==> src/dcb_consts.svh <==
// register offsets, field positions and fixed counts of the d-channel unit
`ifndef DCB_CONSTS_SVH
`define DCB_CONSTS_SVH

`define DCB_ADDR_RX_CTRL 8'h41
`define DCB_ADDR_RX_THR 8'h42
`define DCB_ADDR_RX_FIFO 8'h43
`define DCB_ADDR_TX_FIFO 8'h44
`define DCB_ADDR_TX_CTRL 8'h45
`define DCB_ADDR_RX_ERR 8'h46
`define DCB_ADDR_IRQ_STAT 8'h47
`define DCB_ADDR_IRQ_EN 8'h48
`define DCB_ADDR_MSG_LEN 8'h49
`define DCB_ADDR_CHAN_STAT 8'h4A

`define DCB_CTRL_RESET 8'h00
`define DCB_THR_RESET 8'h00
`define DCB_MSG_LEN_RESET 8'h07
`define DCB_IRQ_EN_RESET 3'h0

`define DCB_THR_ORDER_BIT 7
`define DCB_THR_LVL_MSB 5
`define DCB_RATE_1 2'h0
`define DCB_RATE_2 2'h1
`define DCB_RATE_8 2'h2
`define DCB_SLOT_BITS 8
`define DCB_SLOT_IDLE 4'h8
`define DCB_FIFO_DEPTH 32

`endif

==> src/dcb_pkg.sv <==
// types of the d-channel basic receive/transmit unit
package dcb_pkg;

    typedef struct packed {
        logic spare;
        logic bit_order;
        logic [1:0] rate;
        logic msg_length_irq_mode;
        logic framing_bits_on;
        logic parity_on;
        logic enable;
    } dcb_rx_ctrl_t;

    typedef struct packed {
        logic tx_fifo_irq_level;
        logic tx_irq_cause_sel;
        logic [1:0] rate;
        logic msg_length_irq_mode;
        logic framing_bits_on;
        logic parity_on;
        logic launch_tx;
    } dcb_tx_ctrl_t;

    typedef struct packed {
        logic tx_irq;
        logic rx_error_irq;
        logic rx_msg_irq;
    } dcb_irq_t;

    typedef struct packed {
        logic stop_err;
        logic parity_err;
        logic overrun;
    } dcb_rx_err_t;

    typedef enum logic [1:0] {RX_HUNT, RX_DATA, RX_PAR, RX_STOP} dcb_rx_state_t;
    typedef enum logic [2:0] {
        TX_IDLE, TX_START, TX_DATA, TX_PAR, TX_STOP
    } dcb_tx_state_t;

endpackage

==> src/dcb_serial_unit.sv <==
// d-channel basic receiver and transmitter with register port
//
// Functional notes
// - rx and tx each buffered through a 32-byte fifo
// - message mode frames whole message: start, data, optional parity, stop
// - fifo-level mode frames each byte, or sends data unframed
// - channel rate is 1, 2 or 8 bits per tdm frame
// - mode bit 1 selects message-length mode, 0 fifo-level mode
// - receiver takes the channel byte chosen by connect memory 70
// - read of offset 43 returns and removes next rx fifo byte
// - rx bit order puts first received bit on d0 or d7
// - message mode rx ignores framing bit, strips start and stop
// - message mode stores after first zero; parity bit checked if enabled
// - framed fifo mode hunts first zero; unframed stores at once, no parity
// - message and error interrupts, each gated; overrun/parity/stop flags share the error enable
// - rx interrupt at message end, or when fifo count meets threshold
// - byte arriving at full rx fifo sets overrun and interrupts
// - missing stop bit and parity mismatch set error flags
// - write of offset 44 loads one byte into tx fifo, 32 max
// - tx bits appear as data memory byte 70 for any channel
// - tx bit order comes from the rx threshold register
// - message mode tx wraps message in start/stop, optional parity
// - fifo mode tx unframed, or framed per byte with optional parity
// - unused bit slots after a message are filled with stop value
// - tx interrupt on completion, or fifo empty / three-quarter empty
// - tx interrupt enable gates all transmitter interrupts
`timescale 1ns/100ps
`include "dcb_consts.svh"
module dcb_serial_unit import dcb_pkg::*; #(
    parameter int FIFO_DEPTH = `DCB_FIFO_DEPTH
) (
    input wire logic clk_in,
    input wire logic resetn_in,
    input wire logic [7:0] reg_addr_in,
    input wire logic reg_wr_in,
    input wire logic reg_rd_in,
    input wire logic [7:0] reg_wdata_in,
    output logic [7:0] reg_rdata_out,
    input wire logic frame_in,
    input wire logic [7:0] rx_chan_byte_in,
    output logic [7:0] tx_chan_byte_out,
    output logic irq_out
);
    localparam int CW = $clog2(FIFO_DEPTH + 1);

    if (FIFO_DEPTH < 8 || FIFO_DEPTH > 64) begin : g_bad_depth
        $error("fifo depth must lie between 8 and 64");
    end

    ////////////////////////////////////////////////////////////////////////
    // registers and decode

    logic [7:0] rx_ctrl_reg;
    logic [7:0] tx_ctrl_reg;
    logic [7:0] rx_thr_reg;
    logic [7:0] msg_len_reg;
    dcb_irq_t irq_en_reg;
    dcb_irq_t irq_stat_reg;
    dcb_rx_err_t rx_err_reg;
    dcb_rx_ctrl_t rxc;
    dcb_tx_ctrl_t txc;
    dcb_irq_t irq_set;
    dcb_rx_err_t err_set;
    logic tx_order;

    assign rxc = dcb_rx_ctrl_t'(rx_ctrl_reg);
    assign txc = dcb_tx_ctrl_t'(tx_ctrl_reg);
    assign tx_order = rx_thr_reg[`DCB_THR_ORDER_BIT];

    function automatic logic hit(input logic [7:0] a, input logic [7:0] off);
        hit = (a == off);
    endfunction

    function automatic logic [3:0] slot_bits(input logic [1:0] rate);
        unique case (rate)
            `DCB_RATE_1: slot_bits = 4'h1;
            `DCB_RATE_2: slot_bits = 4'h2;
            default: slot_bits = 4'h8;
        endcase
    endfunction

    ////////////////////////////////////////////////////////////////////////
    // fifos

    logic rx_push;
    logic [7:0] rx_push_data;
    logic rx_pop;
    logic [7:0] rx_head;
    logic [CW-1:0] rx_cnt;
    logic [CW-1:0] rx_cnt_prev_reg;
    logic rx_full;
    logic rx_empty;
    logic tx_push;
    logic tx_pop;
    logic [7:0] tx_head;
    logic [CW-1:0] tx_cnt;
    logic [CW-1:0] tx_cnt_prev_reg;
    logic tx_full;
    logic tx_empty;

    assign rx_pop = reg_rd_in && hit(reg_addr_in, `DCB_ADDR_RX_FIFO);
    assign tx_push = reg_wr_in && hit(reg_addr_in, `DCB_ADDR_TX_FIFO);

    dcb_fifo #(.WIDTH(8), .DEPTH(FIFO_DEPTH), .CW(CW)) u_rx_fifo (
        .clk_in(clk_in),
        .resetn_in(resetn_in),
        .push_in(rx_push),
        .push_data_in(rx_push_data),
        .pop_in(rx_pop),
        .head_out(rx_head),
        .count_out(rx_cnt),
        .full_out(rx_full),
        .empty_out(rx_empty)
    );

    dcb_fifo #(.WIDTH(8), .DEPTH(FIFO_DEPTH), .CW(CW)) u_tx_fifo (
        .clk_in(clk_in),
        .resetn_in(resetn_in),
        .push_in(tx_push),
        .push_data_in(reg_wdata_in),
        .pop_in(tx_pop),
        .head_out(tx_head),
        .count_out(tx_cnt),
        .full_out(tx_full),
        .empty_out(tx_empty)
    );

    ////////////////////////////////////////////////////////////////////////
    // bit slots of the channel byte, one per clock after the frame strobe

    logic [3:0] slot_reg;
    logic [7:0] rx_latch_reg;
    logic [7:0] tx_stage_reg;
    logic [2:0] slot_pos;
    logic slot_live;
    logic rx_take;
    logic tx_take;
    logic rx_bit;
    logic tx_bit;

    assign slot_live = (slot_reg != `DCB_SLOT_IDLE);
    assign slot_pos = 3'h7 - slot_reg[2:0];
    assign rx_bit = rx_latch_reg[slot_pos];
    assign rx_take = slot_live && rxc.enable
        && (slot_reg < slot_bits(rxc.rate));
    assign tx_take = slot_live && (slot_reg < slot_bits(txc.rate));

    always_ff @(posedge clk_in) begin
        if (!resetn_in) begin
            slot_reg <= `DCB_SLOT_IDLE;
            rx_latch_reg <= 8'hFF;
            tx_stage_reg <= 8'hFF;
            tx_chan_byte_out <= 8'hFF;
        end else if (frame_in) begin
            slot_reg <= 4'h0;
            rx_latch_reg <= rx_chan_byte_in;
            tx_chan_byte_out <= tx_stage_reg;
        end else if (slot_live) begin
            slot_reg <= slot_reg + 4'h1;
            tx_stage_reg[slot_pos] <= tx_take ? tx_bit : 1'b1;
        end
    end

    ////////////////////////////////////////////////////////////////////////
    // receiver

    dcb_rx_state_t rx_state_reg;
    dcb_rx_state_t rx_state_next;
    logic [7:0] rx_sr_reg;
    logic [2:0] rx_bcnt_reg;
    logic [7:0] rx_mcnt_reg;
    logic rx_par_reg;
    logic [7:0] rx_shift;
    logic rx_framed;
    logic rx_byte_end;
    logic rx_msg_end;
    logic rx_store;

    assign rx_framed = rxc.msg_length_irq_mode || rxc.framing_bits_on;
    assign rx_shift = rxc.bit_order ? {rx_sr_reg[6:0], rx_bit}
                                    : {rx_bit, rx_sr_reg[7:1]};
    assign rx_byte_end = (rx_bcnt_reg == 3'h7);
    assign rx_msg_end = rxc.msg_length_irq_mode
        && (rx_mcnt_reg == msg_len_reg);
    assign rx_store = rx_take && (rx_state_reg == RX_DATA)
        && (rx_byte_end || rx_msg_end);
    assign rx_push = rx_store && !rx_full;
    assign rx_push_data = rx_shift;

    always_comb begin
        rx_state_next = rx_state_reg;
        unique case (rx_state_reg)
            RX_HUNT: begin
                if (!rx_framed) begin
                    rx_state_next = RX_DATA;
                end else if (rx_take && !rx_bit) begin
                    rx_state_next = RX_DATA;
                end
            end
            RX_DATA: begin
                if (rx_take && rx_framed) begin
                    if (rx_msg_end || (!rxc.msg_length_irq_mode
                                       && rx_byte_end)) begin
                        rx_state_next = rxc.parity_on ? RX_PAR : RX_STOP;
                    end
                end
            end
            RX_PAR: begin
                if (rx_take) begin
                    rx_state_next = RX_STOP;
                end
            end
            RX_STOP: begin
                if (rx_take) begin
                    rx_state_next = RX_HUNT;
                end
            end
        endcase
        if (!rxc.enable) begin
            rx_state_next = RX_HUNT;
        end
    end

    always_ff @(posedge clk_in) begin
        if (!resetn_in) begin
            rx_state_reg <= RX_HUNT;
            rx_sr_reg <= 8'h00;
            rx_bcnt_reg <= 3'h0;
            rx_mcnt_reg <= 8'h00;
            rx_par_reg <= 1'b0;
        end else begin
            rx_state_reg <= rx_state_next;
            if (rx_state_reg == RX_HUNT) begin
                rx_bcnt_reg <= 3'h0;
                rx_mcnt_reg <= 8'h00;
                rx_par_reg <= 1'b0;
            end else if (rx_take && rx_state_reg == RX_DATA) begin
                rx_sr_reg <= rx_shift;
                rx_bcnt_reg <= rx_bcnt_reg + 3'h1;
                rx_mcnt_reg <= rx_mcnt_reg + 8'h01;
                rx_par_reg <= rx_par_reg ^ rx_bit;
            end
        end
    end

    always_comb begin
        err_set.overrun = rx_store && rx_full;
        err_set.parity_err = rx_take && (rx_state_reg == RX_PAR)
            && (rx_par_reg != rx_bit);
        err_set.stop_err = rx_take && (rx_state_reg == RX_STOP)
            && !rx_bit;
    end

    ////////////////////////////////////////////////////////////////////////
    // transmitter

    dcb_tx_state_t tx_state_reg;
    dcb_tx_state_t tx_state_next;
    logic [7:0] tx_sr_reg;
    logic [2:0] tx_bcnt_reg;
    logic tx_par_reg;
    logic tx_framed;
    logic tx_load;
    logic tx_done;

    assign tx_framed = txc.msg_length_irq_mode || txc.framing_bits_on;
    assign tx_pop = tx_load;

    always_comb begin
        tx_state_next = tx_state_reg;
        tx_bit = 1'b1;
        tx_load = 1'b0;
        tx_done = 1'b0;
        unique case (tx_state_reg)
            TX_IDLE: begin
                if (tx_take && txc.launch_tx && !tx_empty) begin
                    tx_bit = !tx_framed;
                    tx_load = 1'b1;
                    tx_state_next = TX_DATA;
                end
            end
            TX_START: begin
                if (tx_take) begin
                    tx_bit = 1'b0;
                    tx_load = 1'b1;
                    tx_state_next = TX_DATA;
                end
            end
            TX_DATA: begin
                if (tx_take) begin
                    tx_bit = tx_order ? tx_sr_reg[7] : tx_sr_reg[0];
                    if (tx_bcnt_reg == 3'h7) begin
                        if (tx_framed && !txc.msg_length_irq_mode) begin
                            tx_state_next = txc.parity_on ? TX_PAR
                                                          : TX_STOP;
                        end else if (!tx_empty) begin
                            tx_load = 1'b1;
                        end else if (tx_framed) begin
                            tx_state_next = txc.parity_on ? TX_PAR
                                                          : TX_STOP;
                        end else begin
                            tx_state_next = TX_IDLE;
                            tx_done = 1'b1;
                        end
                    end
                end
            end
            TX_PAR: begin
                if (tx_take) begin
                    tx_bit = tx_par_reg;
                    tx_state_next = TX_STOP;
                end
            end
            TX_STOP: begin
                if (tx_take) begin
                    tx_bit = 1'b1;
                    if (!txc.msg_length_irq_mode && !tx_empty) begin
                        tx_state_next = TX_START;
                    end else begin
                        tx_state_next = TX_IDLE;
                        tx_done = 1'b1;
                    end
                end
            end
        endcase
    end

    always_ff @(posedge clk_in) begin
        if (!resetn_in) begin
            tx_state_reg <= TX_IDLE;
            tx_sr_reg <= 8'hFF;
            tx_bcnt_reg <= 3'h0;
            tx_par_reg <= 1'b0;
        end else begin
            tx_state_reg <= tx_state_next;
            if (tx_load) begin
                tx_sr_reg <= tx_head;
                tx_bcnt_reg <= 3'h0;
                if (tx_state_reg != TX_DATA || !txc.msg_length_irq_mode) begin
                    tx_par_reg <= 1'b0;
                end else begin
                    tx_par_reg <= tx_par_reg ^ tx_bit;
                end
            end else if (tx_take && tx_state_reg == TX_DATA) begin
                tx_sr_reg <= tx_order ? {tx_sr_reg[6:0], 1'b1}
                                      : {1'b1, tx_sr_reg[7:1]};
                tx_bcnt_reg <= tx_bcnt_reg + 3'h1;
                tx_par_reg <= tx_par_reg ^ tx_bit;
            end
        end
    end

    ////////////////////////////////////////////////////////////////////////
    // interrupt events

    always_comb begin
        irq_set.rx_msg_irq = rxc.msg_length_irq_mode
            ? (rx_take && rx_state_reg == RX_STOP)
            : (rx_cnt == CW'(rx_thr_reg[`DCB_THR_LVL_MSB:0])
               && rx_cnt_prev_reg != rx_cnt);
        irq_set.rx_error_irq = |err_set;
        if (txc.tx_irq_cause_sel) begin
            irq_set.tx_irq = tx_done;
        end else if (txc.tx_fifo_irq_level) begin
            irq_set.tx_irq = (tx_cnt == CW'(FIFO_DEPTH / 4))
                && (tx_cnt_prev_reg > tx_cnt);
        end else begin
            irq_set.tx_irq = tx_empty && (tx_cnt_prev_reg != '0);
        end
    end

    always_ff @(posedge clk_in) begin
        if (!resetn_in) begin
            rx_cnt_prev_reg <= '0;
            tx_cnt_prev_reg <= '0;
        end else begin
            rx_cnt_prev_reg <= rx_cnt;
            tx_cnt_prev_reg <= tx_cnt;
        end
    end

    ////////////////////////////////////////////////////////////////////////
    // register writes; hardware set wins over write-one-to-clear

    logic wr_irq_stat;
    logic wr_rx_err;

    assign wr_irq_stat = reg_wr_in && hit(reg_addr_in, `DCB_ADDR_IRQ_STAT);
    assign wr_rx_err = reg_wr_in && hit(reg_addr_in, `DCB_ADDR_RX_ERR);

    always_ff @(posedge clk_in) begin
        if (!resetn_in) begin
            rx_ctrl_reg <= `DCB_CTRL_RESET;
            rx_thr_reg <= `DCB_THR_RESET;
            msg_len_reg <= `DCB_MSG_LEN_RESET;
            irq_en_reg <= `DCB_IRQ_EN_RESET;
        end else if (reg_wr_in) begin
            if (hit(reg_addr_in, `DCB_ADDR_RX_CTRL)) begin
                rx_ctrl_reg <= reg_wdata_in;
            end
            if (hit(reg_addr_in, `DCB_ADDR_RX_THR)) begin
                rx_thr_reg <= reg_wdata_in;
            end
            if (hit(reg_addr_in, `DCB_ADDR_MSG_LEN)) begin
                msg_len_reg <= reg_wdata_in;
            end
            if (hit(reg_addr_in, `DCB_ADDR_IRQ_EN)) begin
                irq_en_reg <= dcb_irq_t'(reg_wdata_in[2:0]);
            end
        end
    end

    always_ff @(posedge clk_in) begin
        if (!resetn_in) begin
            tx_ctrl_reg <= `DCB_CTRL_RESET;
        end else begin
            if (reg_wr_in && hit(reg_addr_in, `DCB_ADDR_TX_CTRL)) begin
                tx_ctrl_reg <= reg_wdata_in;
            end else if (tx_done) begin
                tx_ctrl_reg[0] <= 1'b0;
            end
        end
    end

    always_ff @(posedge clk_in) begin
        if (!resetn_in) begin
            irq_stat_reg <= '0;
            rx_err_reg <= '0;
        end else begin
            irq_stat_reg <= (irq_stat_reg
                & ~(wr_irq_stat ? dcb_irq_t'(reg_wdata_in[2:0]) : '0))
                | irq_set;
            rx_err_reg <= (rx_err_reg
                & ~(wr_rx_err ? dcb_rx_err_t'(reg_wdata_in[2:0]) : '0))
                | err_set;
        end
    end

    always_ff @(posedge clk_in) begin
        if (!resetn_in) begin
            irq_out <= 1'b0;
        end else begin
            irq_out <= |(irq_stat_reg & irq_en_reg);
        end
    end

    ////////////////////////////////////////////////////////////////////////
    // register reads, one cycle after the strobe

    always_ff @(posedge clk_in) begin
        if (!resetn_in) begin
            reg_rdata_out <= 8'h00;
        end else if (reg_rd_in) begin
            unique case (reg_addr_in)
                `DCB_ADDR_RX_CTRL: reg_rdata_out <= rx_ctrl_reg;
                `DCB_ADDR_RX_THR: reg_rdata_out <= rx_thr_reg;
                `DCB_ADDR_RX_FIFO: reg_rdata_out <= rx_empty ? 8'h00
                                                            : rx_head;
                `DCB_ADDR_TX_CTRL: reg_rdata_out <= tx_ctrl_reg;
                `DCB_ADDR_RX_ERR: reg_rdata_out <= {5'h00, rx_err_reg};
                `DCB_ADDR_IRQ_STAT: reg_rdata_out <= {5'h00, irq_stat_reg};
                `DCB_ADDR_IRQ_EN: reg_rdata_out <= {5'h00, irq_en_reg};
                `DCB_ADDR_MSG_LEN: reg_rdata_out <= msg_len_reg;
                `DCB_ADDR_CHAN_STAT: reg_rdata_out <= {tx_full, rx_empty,
                                                       (6)'(rx_cnt)};
                default: reg_rdata_out <= 8'h00;
            endcase
        end
    end
endmodule

==> src/dcb_fifo.sv <==
// byte fifo with count, used for both directions
`timescale 1ns/100ps
module dcb_fifo #(
    parameter int WIDTH = 8,
    parameter int DEPTH = 32,
    parameter int CW = $clog2(DEPTH + 1)
) (
    input wire logic clk_in,
    input wire logic resetn_in,
    input wire logic push_in,
    input wire logic [WIDTH-1:0] push_data_in,
    input wire logic pop_in,
    output logic [WIDTH-1:0] head_out,
    output logic [CW-1:0] count_out,
    output logic full_out,
    output logic empty_out
);
    localparam int PW = $clog2(DEPTH);

    if (DEPTH < 2 || (DEPTH & (DEPTH - 1)) != 0) begin : g_bad_depth
        $error("fifo depth must be a power of two of at least 2");
    end

    logic [WIDTH-1:0] mem_reg [DEPTH];
    logic [PW-1:0] wr_ptr_reg;
    logic [PW-1:0] rd_ptr_reg;
    logic [CW-1:0] count_reg;
    logic do_push;
    logic do_pop;

    assign empty_out = (count_reg == '0);
    assign full_out = (count_reg == CW'(DEPTH));
    assign do_pop = pop_in && !empty_out;
    assign do_push = push_in && (!full_out || do_pop);
    assign head_out = mem_reg[rd_ptr_reg];
    assign count_out = count_reg;

    always_ff @(posedge clk_in) begin
        if (do_push) begin
            mem_reg[wr_ptr_reg] <= push_data_in;
        end
    end

    always_ff @(posedge clk_in) begin
        if (!resetn_in) begin
            wr_ptr_reg <= '0;
            rd_ptr_reg <= '0;
            count_reg <= '0;
        end else begin
            if (do_push) begin
                wr_ptr_reg <= wr_ptr_reg + PW'(1);
            end
            if (do_pop) begin
                rd_ptr_reg <= rd_ptr_reg + PW'(1);
            end
            if (do_push && !do_pop) begin
                count_reg <= count_reg + CW'(1);
            end else if (do_pop && !do_push) begin
                count_reg <= count_reg - CW'(1);
            end
        end
    end
endmodule

==> config.mk <==
export PLATFORM = sky130hd
export DESIGN_NAME = dcb_serial_unit
export DESIGN_NICKNAME = d
export VERILOG_FILES = /design/src/dcb_pkg.sv /design/src/dcb_serial_unit.sv /design/src/dcb_fifo.sv
export VERILOG_INCLUDE_DIRS = /design/src /design/src/src
export SDC_FILE = /design/constraint.sdc
export NUM_CORES = 1
export LEC_CHECK = 0
export ABC_AREA = 1
export BUFFER_PORTS_ARGS = -buffer_cell sky130_fd_sc_hd__buf_4
export CAP_MARGIN = 0
export CORE_MARGIN = 2
export CORE_UTILIZATION = 60
export CTS_CLUSTER_DIAMETER = 100
export DETAILED_ROUTE_END_ITERATION = 10
export PLACE_DENSITY = 0.76
export SYNTH_ARGS = -nofsm -noshare
export SYNTH_HDL_FRONTEND = slang
export SYNTH_SLANG_ARGS = --single-unit
==> constraint.sdc <==
create_clock -name clk_in -period 4 [get_ports clk_in]
set_input_delay 0.8 -clock clk_in [delete_from_list [all_inputs] [get_ports clk_in]]
set_output_delay 0.8 -clock clk_in [all_outputs]
set_load 0.005 [all_outputs]
# --- Word level (Yosys, flattened, before mapping) ---
# Memory sizes are Yosys's and may differ from the RTL's. A register that Yosys moved wholly into a read port is not among the register bits.
# Index checks and enable logic that the tools add are counted.
# W data, S select, Z words.
word_totals:
  wordCells: 273
  ram_bits: 512
  reg_bits: 159
  output_inout_bits: 17
  memories: 2
  input_bits: 29
classes:
  n_reduce_logical: 82
  n_addsub: 13
  n_lt_le_gt_ge: 5
  n_eq_ne: 42
  bitwise_logic: 12
  mux: 79
mem_list:
  columns: ["name", "words", "word_bits", "read_ports", "rd_ports_with_merged_regs", "write_ports", "line", "rtl"]
  rows:
  - ["u_rx_fifo.mem_reg", 32, 8, 1, 1, 1, "dcb_fifo.sv:24", "logic [WIDTH-1:0] mem_reg [DEPTH];"]
  - ["u_tx_fifo.mem_reg", 32, 8, 1, 1, 1, "dcb_fifo.sv:24", null]
op_table:
  columns: ["cell", "n"]
  rows:
  - ["$eq A8 B7 Y1 const B", 10]
  - ["$pmux W8 S9", 1]
  - ["$mux W8", 5]
  - ["$logic_and A1 B1 Y1", 37]
  - ["$mux W3", 12]
  - ["$mux W1", 35]
  - ["$mux W6", 4]
  - ["$add A5 B1 Y5 const B", 4]
  - ["$mux W5", 4]
  - ["$ne A2 B2 Y1 const B", 8]
  - ["$pmux W4 S2", 2]
  - ["$pmux W3 S5", 1]
  - ["$reduce_and A2 Y1", 7]
  - ["$add A6 B1 Y6 const B", 2]
  - ["$eq A6 B6 Y1 const B", 2]
  - ["$logic_not A1 Y1", 12]
  - ["$logic_not A6 Y1", 2]
  - ["$mux W2", 6]
  - ["$sub A6 B1 Y6 const B", 2]
  - ["$reduce_bool A2 Y1", 5]
  - ["$and A3 B3 Y3", 3]
  - ["$eq A3 B3 Y1 const B", 3]
  - ["$add A8 B1 Y8 const B", 1]
  - ["$bwmux W8", 1]
  - ["39 further kinds", 64]

# --- Longest topological paths before layout ---
# Gate-level depths: netlist of the first run.
depth:
  ltp_word: 15
  depth_mapped: 27
  ltp_nobuf: 26

# --- Modules after synthesis ---
# Synthesis of the first run repeated with hierarchy kept, for this count alone.
unflattened:
  cells_unflattened: 3060
  area_unflattened_um2: 30036.3
by_module_without_submodules:
  columns: ["module", "seq_area_each_um2", "cells_each", "n_inst", "area_per_inst_um2"]
  rows:
  - ["dcb_fifo (u_tx_fifo)", 8107.8, 1050, 1, 11720.0]
  - ["dcb_fifo (u_rx_fifo)", 8107.8, 1050, 1, 11712.5]
  - ["dcb_serial_unit", 2542.4, 960, 1, 6603.8]

# --- Worst setup path after synthesis of the first run ---
# Ideal clock, no wire load.
synth_path:
  path_type: "register to register"
  startpoint: "reg slot_reg[0]"
  endpoint: "reg u_rx_fifo.count_reg[5] (netlist: u_rx_fifo.count_out[5])"
  arrival_ns: 3.061
  stages_incl_launch_ff: 27
  n_path_buf: 2
  synth_period_minus_slack_ns: 3.174
  path_slack_ns: 0.826
  t_required_ns: 3.887
  path_cell_list: "dfxtp_1 buf_6 inv_2 buf_2 ha_1 nand2_1 nor2_4 nor3_1 nand2_2 inv_2 nand2_2 inv_2 nand2_2 nor2_8 ha_1 inv_1 ha_1 a21oi_1 nand2_1 nand2_1 nand2_1 a21oi_1 nor2_1 nor2_1 nand2_1 nor2_1 nor2_1"
synth_via:
  elab_chain_cells: 10
synth_lines:
  columns: ["element", "line", "rtl"]
  rows:
  - ["start: declaration", "dcb_serial_unit.sv:131", "logic [3:0] slot_reg;"]
  - ["start signal: assignment", "dcb_serial_unit.sv:150", "slot_reg <= `DCB_SLOT_IDLE;"]
  - ["start signal: assignment", "dcb_serial_unit.sv:159", "slot_reg <= slot_reg + 4'h1;"]
  - ["branches (longest 2 deep; another with $lt A4 B4 Y1)", null, null]
  - ["$logic_and A1 B1 Y1 *", "dcb_serial_unit.sv:145", "&& (slot_reg < slot_bits(rxc.rate));"]
  - ["$logic_and A1 B1 Y1 *", "dcb_serial_unit.sv:185", "assign rx_store = rx_take && (rx_state_reg == RX_DATA)"]
  - ["$logic_and A1 B1 Y1 *", "dcb_serial_unit.sv:186", "&& (rx_byte_end || rx_msg_end);"]
  - ["$logic_and A1 B1 Y1 *", "dcb_serial_unit.sv:187", "assign rx_push = rx_store && !rx_full;"]
  - ["$logic_and A1 B1 Y1 *", "dcb_fifo.sv:34", "assign do_push = push_in && (!full_out || do_pop);"]
  - ["named net u_rx_fifo.do_push", "dcb_fifo.sv:28", "logic do_push;"]
  - ["$logic_not A1 Y1", "dcb_fifo.sv:58", "end else if (do_pop && !do_push) begin"]
  - ["$logic_and A1 B1 Y1", "dcb_fifo.sv:58", null]
  - ["$reduce_bool A2 Y1 (no source line)", null, null]
  - ["end signal: assignment", "dcb_fifo.sv:57", "count_reg <= count_reg + CW'(1);"]
  - ["end signal: assignment", "dcb_fifo.sv:59", "count_reg <= count_reg - CW'(1);"]
  - ["end: declaration", "dcb_fifo.sv:27", "logic [CW-1:0] count_reg;"]
# Mark *: on every way through the listed nets, which the timed path passes.
# A chain may end at the register's enable or synchronous reset.

# --- Final worst setup path of the first run ---
layout_path:
  startpoint: "reg slot_reg[0]"
  endpoint: "reg u_tx_fifo.count_reg[5] (netlist: u_tx_fifo.count_out[5])"
layout_via:
  elab_chain_cells: 12
layout_lines:
  columns: ["element", "line", "rtl"]
  rows:
  - ["$lt A4 B4 Y1 or $ne A4 B4 Y1 (tied branches)", null, null]
  - ["$logic_and A1 B1 Y1 *", "dcb_serial_unit.sv:146", "assign tx_take = slot_live && (slot_reg < slot_bits(txc.rate));"]
  - ["$logic_and A1 B1 Y1 (2 in a row)", "dcb_serial_unit.sv:276", "if (tx_take && txc.launch_tx && !tx_empty) begin"]
  - ["$mux W1", "dcb_serial_unit.sv:276", null]
  - ["$pmux W1 S3 *", "dcb_serial_unit.sv:274", "unique case (tx_state_reg)"]
  - ["$logic_and A1 B1 Y1 *", "dcb_fifo.sv:33", "assign do_pop = pop_in && !empty_out;"]
  - ["$logic_or A1 B1 Y1", "dcb_fifo.sv:34", null]
  - ["$logic_and A1 B1 Y1", "dcb_fifo.sv:34", null]
  - ["$logic_not A1 Y1", "dcb_fifo.sv:58", null]
  - ["$logic_and A1 B1 Y1", "dcb_fifo.sv:58", null]
  - ["$reduce_bool A2 Y1 (no source line)", null, null]
  - ["end signal: assignment", "dcb_fifo.sv:57", null]
  - ["end signal: assignment", "dcb_fifo.sv:59", null]
  - ["end: declaration", "dcb_fifo.sv:27", null]
# Every way passes the cells marked *; elsewhere a longest branch is shown, timed or not.

==> summary.txt, run 1 <==
Final layout
  – Synth-to-layout area growth: 10.1%
  – Share of cells above drive strength 1: 8.08%
  – Most common cell after layout, fill and taps aside: nand2_1
  – Nets: 3187
  – Most frequent cells in the layout: 765 x nand2_1, 512 x edfxtp_1, 365 x inv_1
  – ANT cells: 0
  – Layout filler cell count: 3852

STA
  – RSZ-0062 raised after global routing: false
  – Setup tns final: 0 ns
  – FMAX: 0.277 GHz
  – Min Hold Slack: 0.407 ns
  – Worst slew pin tran: 1.06 ns
  – Fin crit share: 90.1%
  – Final WS setup: 0.396 ns
  – Skew final: 0.0196 ns
  – Slew margin rel.: 29.3%
  – Fin crit period: 3.60 ns
  – Fin. Hold Viols: 0
  – Setup Viol. Count Final: 0
  – Max-slew violation count: 0

Logic synthesis
  – Seq/Total Area, Yosys: 62.3%
  – Synth Area in XOR/XNOR: 0.727%
  – Register bit total from synthesis: 681
  – Synth cell types: 45
  – Cell area after synthesis: 0.0301 mm2
  – Synth Area in Simple Gates: 20.2%
  – Compound-gate portion of the synthesized area: 7.90%
  – Syn Area/Cell: 9.67 um2
  – Synth warn: 0
  – Adder-Cell Fraction of Synth Area: 1.84%
  – Post-synthesis mux area share: 0%
  – Gate Count Post-Synth: 3117
  – Main combinational cell family by area after synthesis: simple AND/OR/NAND/NOR gates
  – Syn_nets: 3189

Clock network
  – Num CTS Buffers: 69
  – Post-CTS setup buffer count: 0
  – Sink Count: 681
  – Clock transition at path regs: 0.06 ns
  – Clk_lat worst skew: 0.60 ns
  – Worst-case clock buffer depth: 3
  – Clock root buffer: clkbuf_16
  – H-tree levels: 3
  – CTS tree: yes

Route
  – WL/cell: 18.9 um
  – DR DRC count: 0
  – Starting DRT DRC Count: 2424
  – Drt pass-1 iters: 7
  – ANT nets after route: 0
  – Aggregate routed wire length: 72500 um
  – Via density: 5.75
  – Via count: 22100

Floorplan
  – Die width: 228 um
  – Site Rows: 82
  – Initial Util: 60.4%
  – Die Span Y: 228 um
  – DIE AREA: 0.0520 mm2
  – # IOs: 46
  – Core area: 0.0499 mm2

Power and ir drop
  – Pwr Density: 436 mW/mm2
  – Worst IR Drop VDD: 0.000386 V
  – P_leak: 12.8 nW

GRT
  – Largest net degree at the start of global routing: 106
  – GR Overflow Total: 0
  – Total GRT Usage: 27.8%
  – Initial antenna violation count: 0
  – Vias in the first global route: 21100
  – First-pass GRT wire length: 114000 um

Critical path
  – CP Data Required Time: 4.54 ns
  – Max FO, Critical Path: 14
  – Setup slack, reg-to-reg: 0.40 ns
  – Startpoint types: register
  – CP Capture Type: register
  – WS Path Type: register to register
  – Crit path arrival time: 4.14 ns
  – Reg2reg path depth: 24
  – Worst flop-to-flop path startpoint: slot_reg[0]
  – Reg2Reg Capture Point: u_tx_fifo.count_out[5]

Hold path
  – Hold Crit Class: input pin to register
  – Hold Path Origin: rx_chan_byte_in[7]
  – Worst min-delay path endpoint: rx_latch_reg[7]
  – Hold path cells: 3

Status
  – Outcome: finished, final reports clean

Placed design
  – DP Wirelength: 45700 um
  – Place WS: 0.277 ns
  – Gpl congestion: 0.926
  – Port bufs: 45

Flow run
  – MaxCap Viol Count: 0
==> final cells by class <==
type	count	area [um2]	area share, %
inverters	385	1450	4.37
well taps	672	841	2.53
clock inverters	41	327	0.984
clock buffers	83	1880	5.66
repair buffers	77	628	1.89
flip-flops and latches	681	18800	56.6
multi-input cells	1901	9280	28.0
==> Yosys cell counts (all sizes together) <==
cell / n / area, um2
clkbuf: 66 / 248
nor2: 185 / 782
xnor2: 10 / 87.6
nand2: 781 / 2980
o21bai: 1 / 11.3
o2111ai: 1 / 8.76
nand3: 364 / 1840
a21oi: 163 / 816
o22ai: 6 / 37.5
inv: 384 / 1440
fa: 2 / 40.0
dfxtp: 169 / 3380
buf: 84 / 424
nand3b: 2 / 27.5
o211ai: 71 / 533
ha: 41 / 513
edfxtp: 512 / 15400
xor2: 15 / 131
a31oi: 3 / 18.8
nor3b: 3 / 22.5
a221oi: 2 / 17.5
nand4: 33 / 206
or2: 1 / 8.76
o21ai: 174 / 871
nor3: 27 / 185
a211oi: 8 / 60.1
clkinv: 1 / 3.75
nor4: 7 / 50.1
o21a: 1 / 7.51
==> what timing repair did <==
action / in CTS / in global routing
hold buffers: 0 / 0
gates resized for setup: 0 / 1
setup endpoints to repair: 0 / 2
==> where the power goes <==
part           switching [W]  leakage (nW)  total (W)  internal [W]
Sequential         0.0000367          5.85    0.00763       0.00759
Combinational       0.000380          5.82   0.000527      0.000146
Clock                0.00264          1.09    0.00631       0.00367
Total                0.00306          12.8     0.0145        0.0114
==> cells by family after synthesis <==
group                    after synthesis
adder cells (fa/ha/maj)               43
XOR/XNOR                              25
flip-flops                           681
AO/OA/AOI/OAI                        430
buffers and inverters                535
AND/OR/NAND/NOR                     1403
==> worst max-delay path, stage by stage (launching register included) <==
cell and delay, ns:
dfxtp_2 0.43, inv_2 0.13, ha_1 0.22, nand2_1 0.10, nor2_4 0.06, nor2_1 0.13, nand2_2 0.11, nor2_1 0.13
nand2_2 0.20, inv_2 0.22, nand2_1 0.13, ha_1 0.25, inv_1 0.18, ha_1 0.31, a21oi_1 0.16, nand2_1 0.10
nand2_1 0.07, nand2_1 0.05, a21oi_1 0.15, nor2_1 0.06, nor2_1 0.08, nand2_1 0.07, nand2_1 0.06, nand2_1 0.04
nor2_1 0.10
==> how the worst max path moves through the flow <==
stage | startpoint | end | slack [ns]
final | slot_reg[0] | u_tx_fifo.count_out[5] | 0.40
after global routing | slot_reg[0] | u_tx_fifo.count_out[5] | 0.05
after CTS | slot_reg[0] | u_tx_fifo.count_out[5] | 0.27
after detailed placement | slot_reg[0] | u_tx_fifo.count_out[5] | 0.28
after global placement | slot_reg[0] | u_tx_fifo.count_out[5] | 0.38
after floorplan | slot_reg[0] | u_rx_fifo.count_out[5] | 0.83
==> through the flow <==
step	power [W]	cells	utilization [%]	instance area, um2
4_1_cts	0.0145	3840	66.5	33200
3_5_place_dp	0.00830	3716	62.1	31000
2_1_floorplan	0.00810	3117	-	30100
3_3_place_gp	0.00829	3716	62.1	31000
6_report	0.0145	3840	66.5	33200
5_1_grt	0.0149	3840	66.5	33200
==> layer usage <==
layer  track usage [%]  vias up  wire length [um]  part of all wire (%)
met5                 0        -                 0                     0
met4              9.93        0              1810                   2.5
met3              4.55      135              5990                   8.3
met2              44.4      989             34000                    47
met1              38.9    10500             30700                    42
li1                  -    10500                 -                     -
(Power assumes the default switching activity.)
==> run 2: changes to the inputs <==
--- a/config.mk
+++ b/config.mk
@@ -11,6 +11,7 @@
 export CAP_MARGIN = 0
 export CORE_MARGIN = 2
 export CORE_UTILIZATION = 60
+export CTS_BUF_LIST = sky130_fd_sc_hd__clkbuf_8
 export CTS_CLUSTER_DIAMETER = 100
 export DETAILED_ROUTE_END_ITERATION = 10
 export PLACE_DENSITY = 0.76
==> summary.txt, run 2 (synthesis results as in run 1) <==
Route
  – ANT nets after route: 0 (unchanged)
  – DR top layer: met4
  – Via density: 5.70 (-0.82%)
  – WL/cell: 18.6 um (-1.4%)
  – WL met2: 34200 um (+0.68%)
  – DR DRC count: 0 (unchanged)
  – Drt pass-1 iters: 6 (-1)
  – Starting DRT DRC Count: 2457 (+1.4%)
  – Met3 wire len: 6300 um (+5.3%)
  – Metal1 wirelength: 30700 um (-0.27%)
  – Aggregate routed wire length: 72800 um (+0.35%)
  – Via count: 22300 (+0.91%)

Floorplan
  – Site Rows: 82 (unchanged)
  – Initial Util: 60.4% (unchanged)
  – Die Span Y: 228 um (unchanged)
  – # IOs: 46 (unchanged)
  – DIE AREA: 0.0520 mm2 (unchanged)
  – Die width: 228 um (unchanged)
  – Core area: 0.0499 mm2 (unchanged)

Critical path
  – Crit path depth: 24 (unchanged)
  – Worst flop-to-flop path startpoint: slot_reg[0]
  – Max FO, Critical Path: 14 (unchanged)
  – Startpoint types: register
  – WP buf/inv: 3 (unchanged)
  – Crit path largest cell delay: 0.43 ns (about the same)
  – Reg2reg path depth: 24 (unchanged)
  – Worst setup startpoint: slot_reg[0]
  – CP cell instances: inv_2, ha_1, nand2_1, nor2_4, nor2_1, nand2_2, nor2_1, nand2_2, inv_2, nand2_1, ha_1, inv_1, ha_1, a21oi_1, nand2_1, nand2_1, nand2_1, a21oi_1, nor2_1, nor2_1, nand2_1, nand2_1, nand2_1, nor2_1
  – Most common cell on crit path: nand2_1
  – WS Path Type: register to register
  – Slowest CP cell: dfxtp_2
  – Crit path arrival time: 4.24 ns (+0.10 ns)
  – Reg2Reg Capture Point: u_tx_fifo.count_out[5]
  – CP Capture Type: register
  – Setup slack, reg-to-reg: 0.39 ns (about the same)
  – CP Data Required Time: 4.62 ns (+0.08 ns)
  – Top delay family on crit path: simple AND/OR/NAND/NOR gates
  – CP endpoint: u_tx_fifo.count_out[5]

Power and ir drop
  – P_leak: 12.8 nW (+0.51%)
  – Internal Power: 0.0106 W (-7.3%)
  – Reg power frac: 55.8% (+3.1 points)
  – Combinational power share: 3.9% (+0.3 points)
  – Pwr Density: 414 mW/mm2 (-4.9%)
  – Switching power: 0.00310 W (+1.2%)
  – Worst IR Drop VDD: 0.000319 V (-18%)
  – Tot Pwr: 0.0137 W (-5.5%)
  – Sw Ratio: 22.7% (+1.5 points)
  – Clk network pwr share: 40.3% (-3.3 points)

STA
  – Max-slew violation count: 0 (unchanged)
  – Slew margin rel.: 27.3% (-2.0 points)
  – Setup Viol. Count Final: 0 (unchanged)
  – Fin crit share: 90.3% (+0.22 points)
  – RSZ-0062 raised after global routing: false
  – Fin crit period: 3.61 ns (+0.00880 ns)
  – Fin. Hold Viols: 0 (unchanged)
  – Skew final: 0.0302 ns (+0.0106 ns)
  – Min Hold Slack: 0.316 ns (-0.0909 ns)
  – FMAX: 0.277 GHz (-0.24%)
  – Worst slew pin tran: 1.09 ns (+0.0305 ns)
  – Setup tns final: 0 ns (unchanged)

Final layout
  – Layout filler cell count: 3931 (+2.1%)
  – Non-filler cells, final: 3907 (+1.7%)
  – Final core utilization: 66.1% (-0.39 points)
  – Most common cell after layout, fill and taps aside: nand2_1
  – Nets: 3223 (+1.1%)
  – Synth-to-layout area growth: 9.46%
  – Share of cells above drive strength 1: 9.09% (+1.0 points)
  – Most frequent cells in the layout: 765 x nand2_1, 512 x edfxtp_1, 399 x inv_1

Placed design
  – DP Wirelength: 45700 um (unchanged)
  – Port bufs: 45 (unchanged)
  – Gpl congestion: 0.926 (unchanged)
  – Placed cell count: 3716 (unchanged)

Clock network
  – Worst-case clock buffer depth: 3 (unchanged)
  – CTS tree: yes
  – Clk_lat worst skew: 0.71 ns (+0.11 ns)
  – Post-CTS setup buffer count: 0 (unchanged)
  – Num CTS Buffers: 105 (+52%)
  – Clock root buffer: clkbuf_8
  – Sink Count: 681 (unchanged)
  – H-tree levels: 3 (unchanged)
  – Clock transition at path regs: 0.06 ns (about the same)

GRT
  – Largest net degree at the start of global routing: 106 (unchanged)
  – First-pass GRT wire length: 115000 um (+0.24%)
  – Vias in the first global route: 21300 (+1.0%)
  – Total GRT Usage: 27.8% (about the same)
  – Initial antenna violation count: 1 (+1)
  – GR Overflow Total: 0 (unchanged)

Flow run
  – MaxCap Viol Count: 0 (unchanged)

Hold path
  – Hold Crit Class: input pin to register

Status
  – Outcome: finished, final reports clean
-- run 2: changes by cell type in the layout (fill, tap and decap cells not counted), sizes merged --
cell | previous run | this run
diode | 0 | 1
inv | 384 | 420
clkbuf | 83 | 114
clkinvlp | 3 | 4
bufinv | 5 | 3
-- run 2: timing repair --
action / CTS / global route
hold buffers: 0 / 0
gates resized for setup: 0 / 1
setup endpoints to repair: 0 / 2
-- run 2: stage by stage --
stage	setup slack, ns	instance area [um2]
floorplan	0.826	30100
global placement	0.376	31000
detailed placement	0.277	31000
CTS	0.263	33000
global route	0.0446	33000
finish	0.388	33000
-- run 2: routing by layer --
layer / global-route usage, % / up-vias
li1: - / 10600
met1: 38.9 / 10600
met2: 44.7 / 1008
met3: 4.65 / 129
met4: 9.25 / 0
met5: 0 / -
-- run 2: final cells by class --
type	count	area (um2)	area share, %
sequential	681	18800	56.9
inverter	385	1450	4.39
clock inverter	76	438	1.33
tap	672	841	2.55
antenna	1	2.50	0.00759
timing repair buffer	77	628	1.90
clock buffer	114	1570	4.76
multi-input combinational	1901	9280	28.1
-- run 2: power by group through the flow --
stage	registers [W]	clock network [W]	logic (W)
3_5_place_dp	0.00778	0	0.000523
4_1_cts	0.00763	0.00559	0.000526
2_1_floorplan	0.00777	0	0.000331
6_report	0.00763	0.00551	0.000528
5_1_grt	0.00763	0.00589	0.000596
3_3_place_gp	0.00777	0	0.000518
-- run 2: how the worst min path moves through the flow --
| stage | startpoint | end | slack [ns] | cells past startpoint |
|---|---|---|---|---|
| after detailed placement | u_tx_fifo.count_out[5] | tx_cnt_prev_reg[5] | 0.42 | 2 |
| after global placement | u_tx_fifo.count_out[5] | tx_cnt_prev_reg[5] | 0.43 | 2 |
| final | rx_chan_byte_in[7] | rx_latch_reg[7] | 0.32 | 3 |
| after CTS | rx_chan_byte_in[7] | rx_latch_reg[7] | 0.26 | 3 |
| after global routing | rx_chan_byte_in[7] | rx_latch_reg[7] | 0.29 | 3 |
| after floorplan | u_tx_fifo.count_out[5] | tx_cnt_prev_reg[5] | 0.41 | 2 |
-- run 2: worst min-delay path, stage by stage --
cell	delay, ns
buf_4	0.08
nand2_1	0.04
nand3_1	0.06
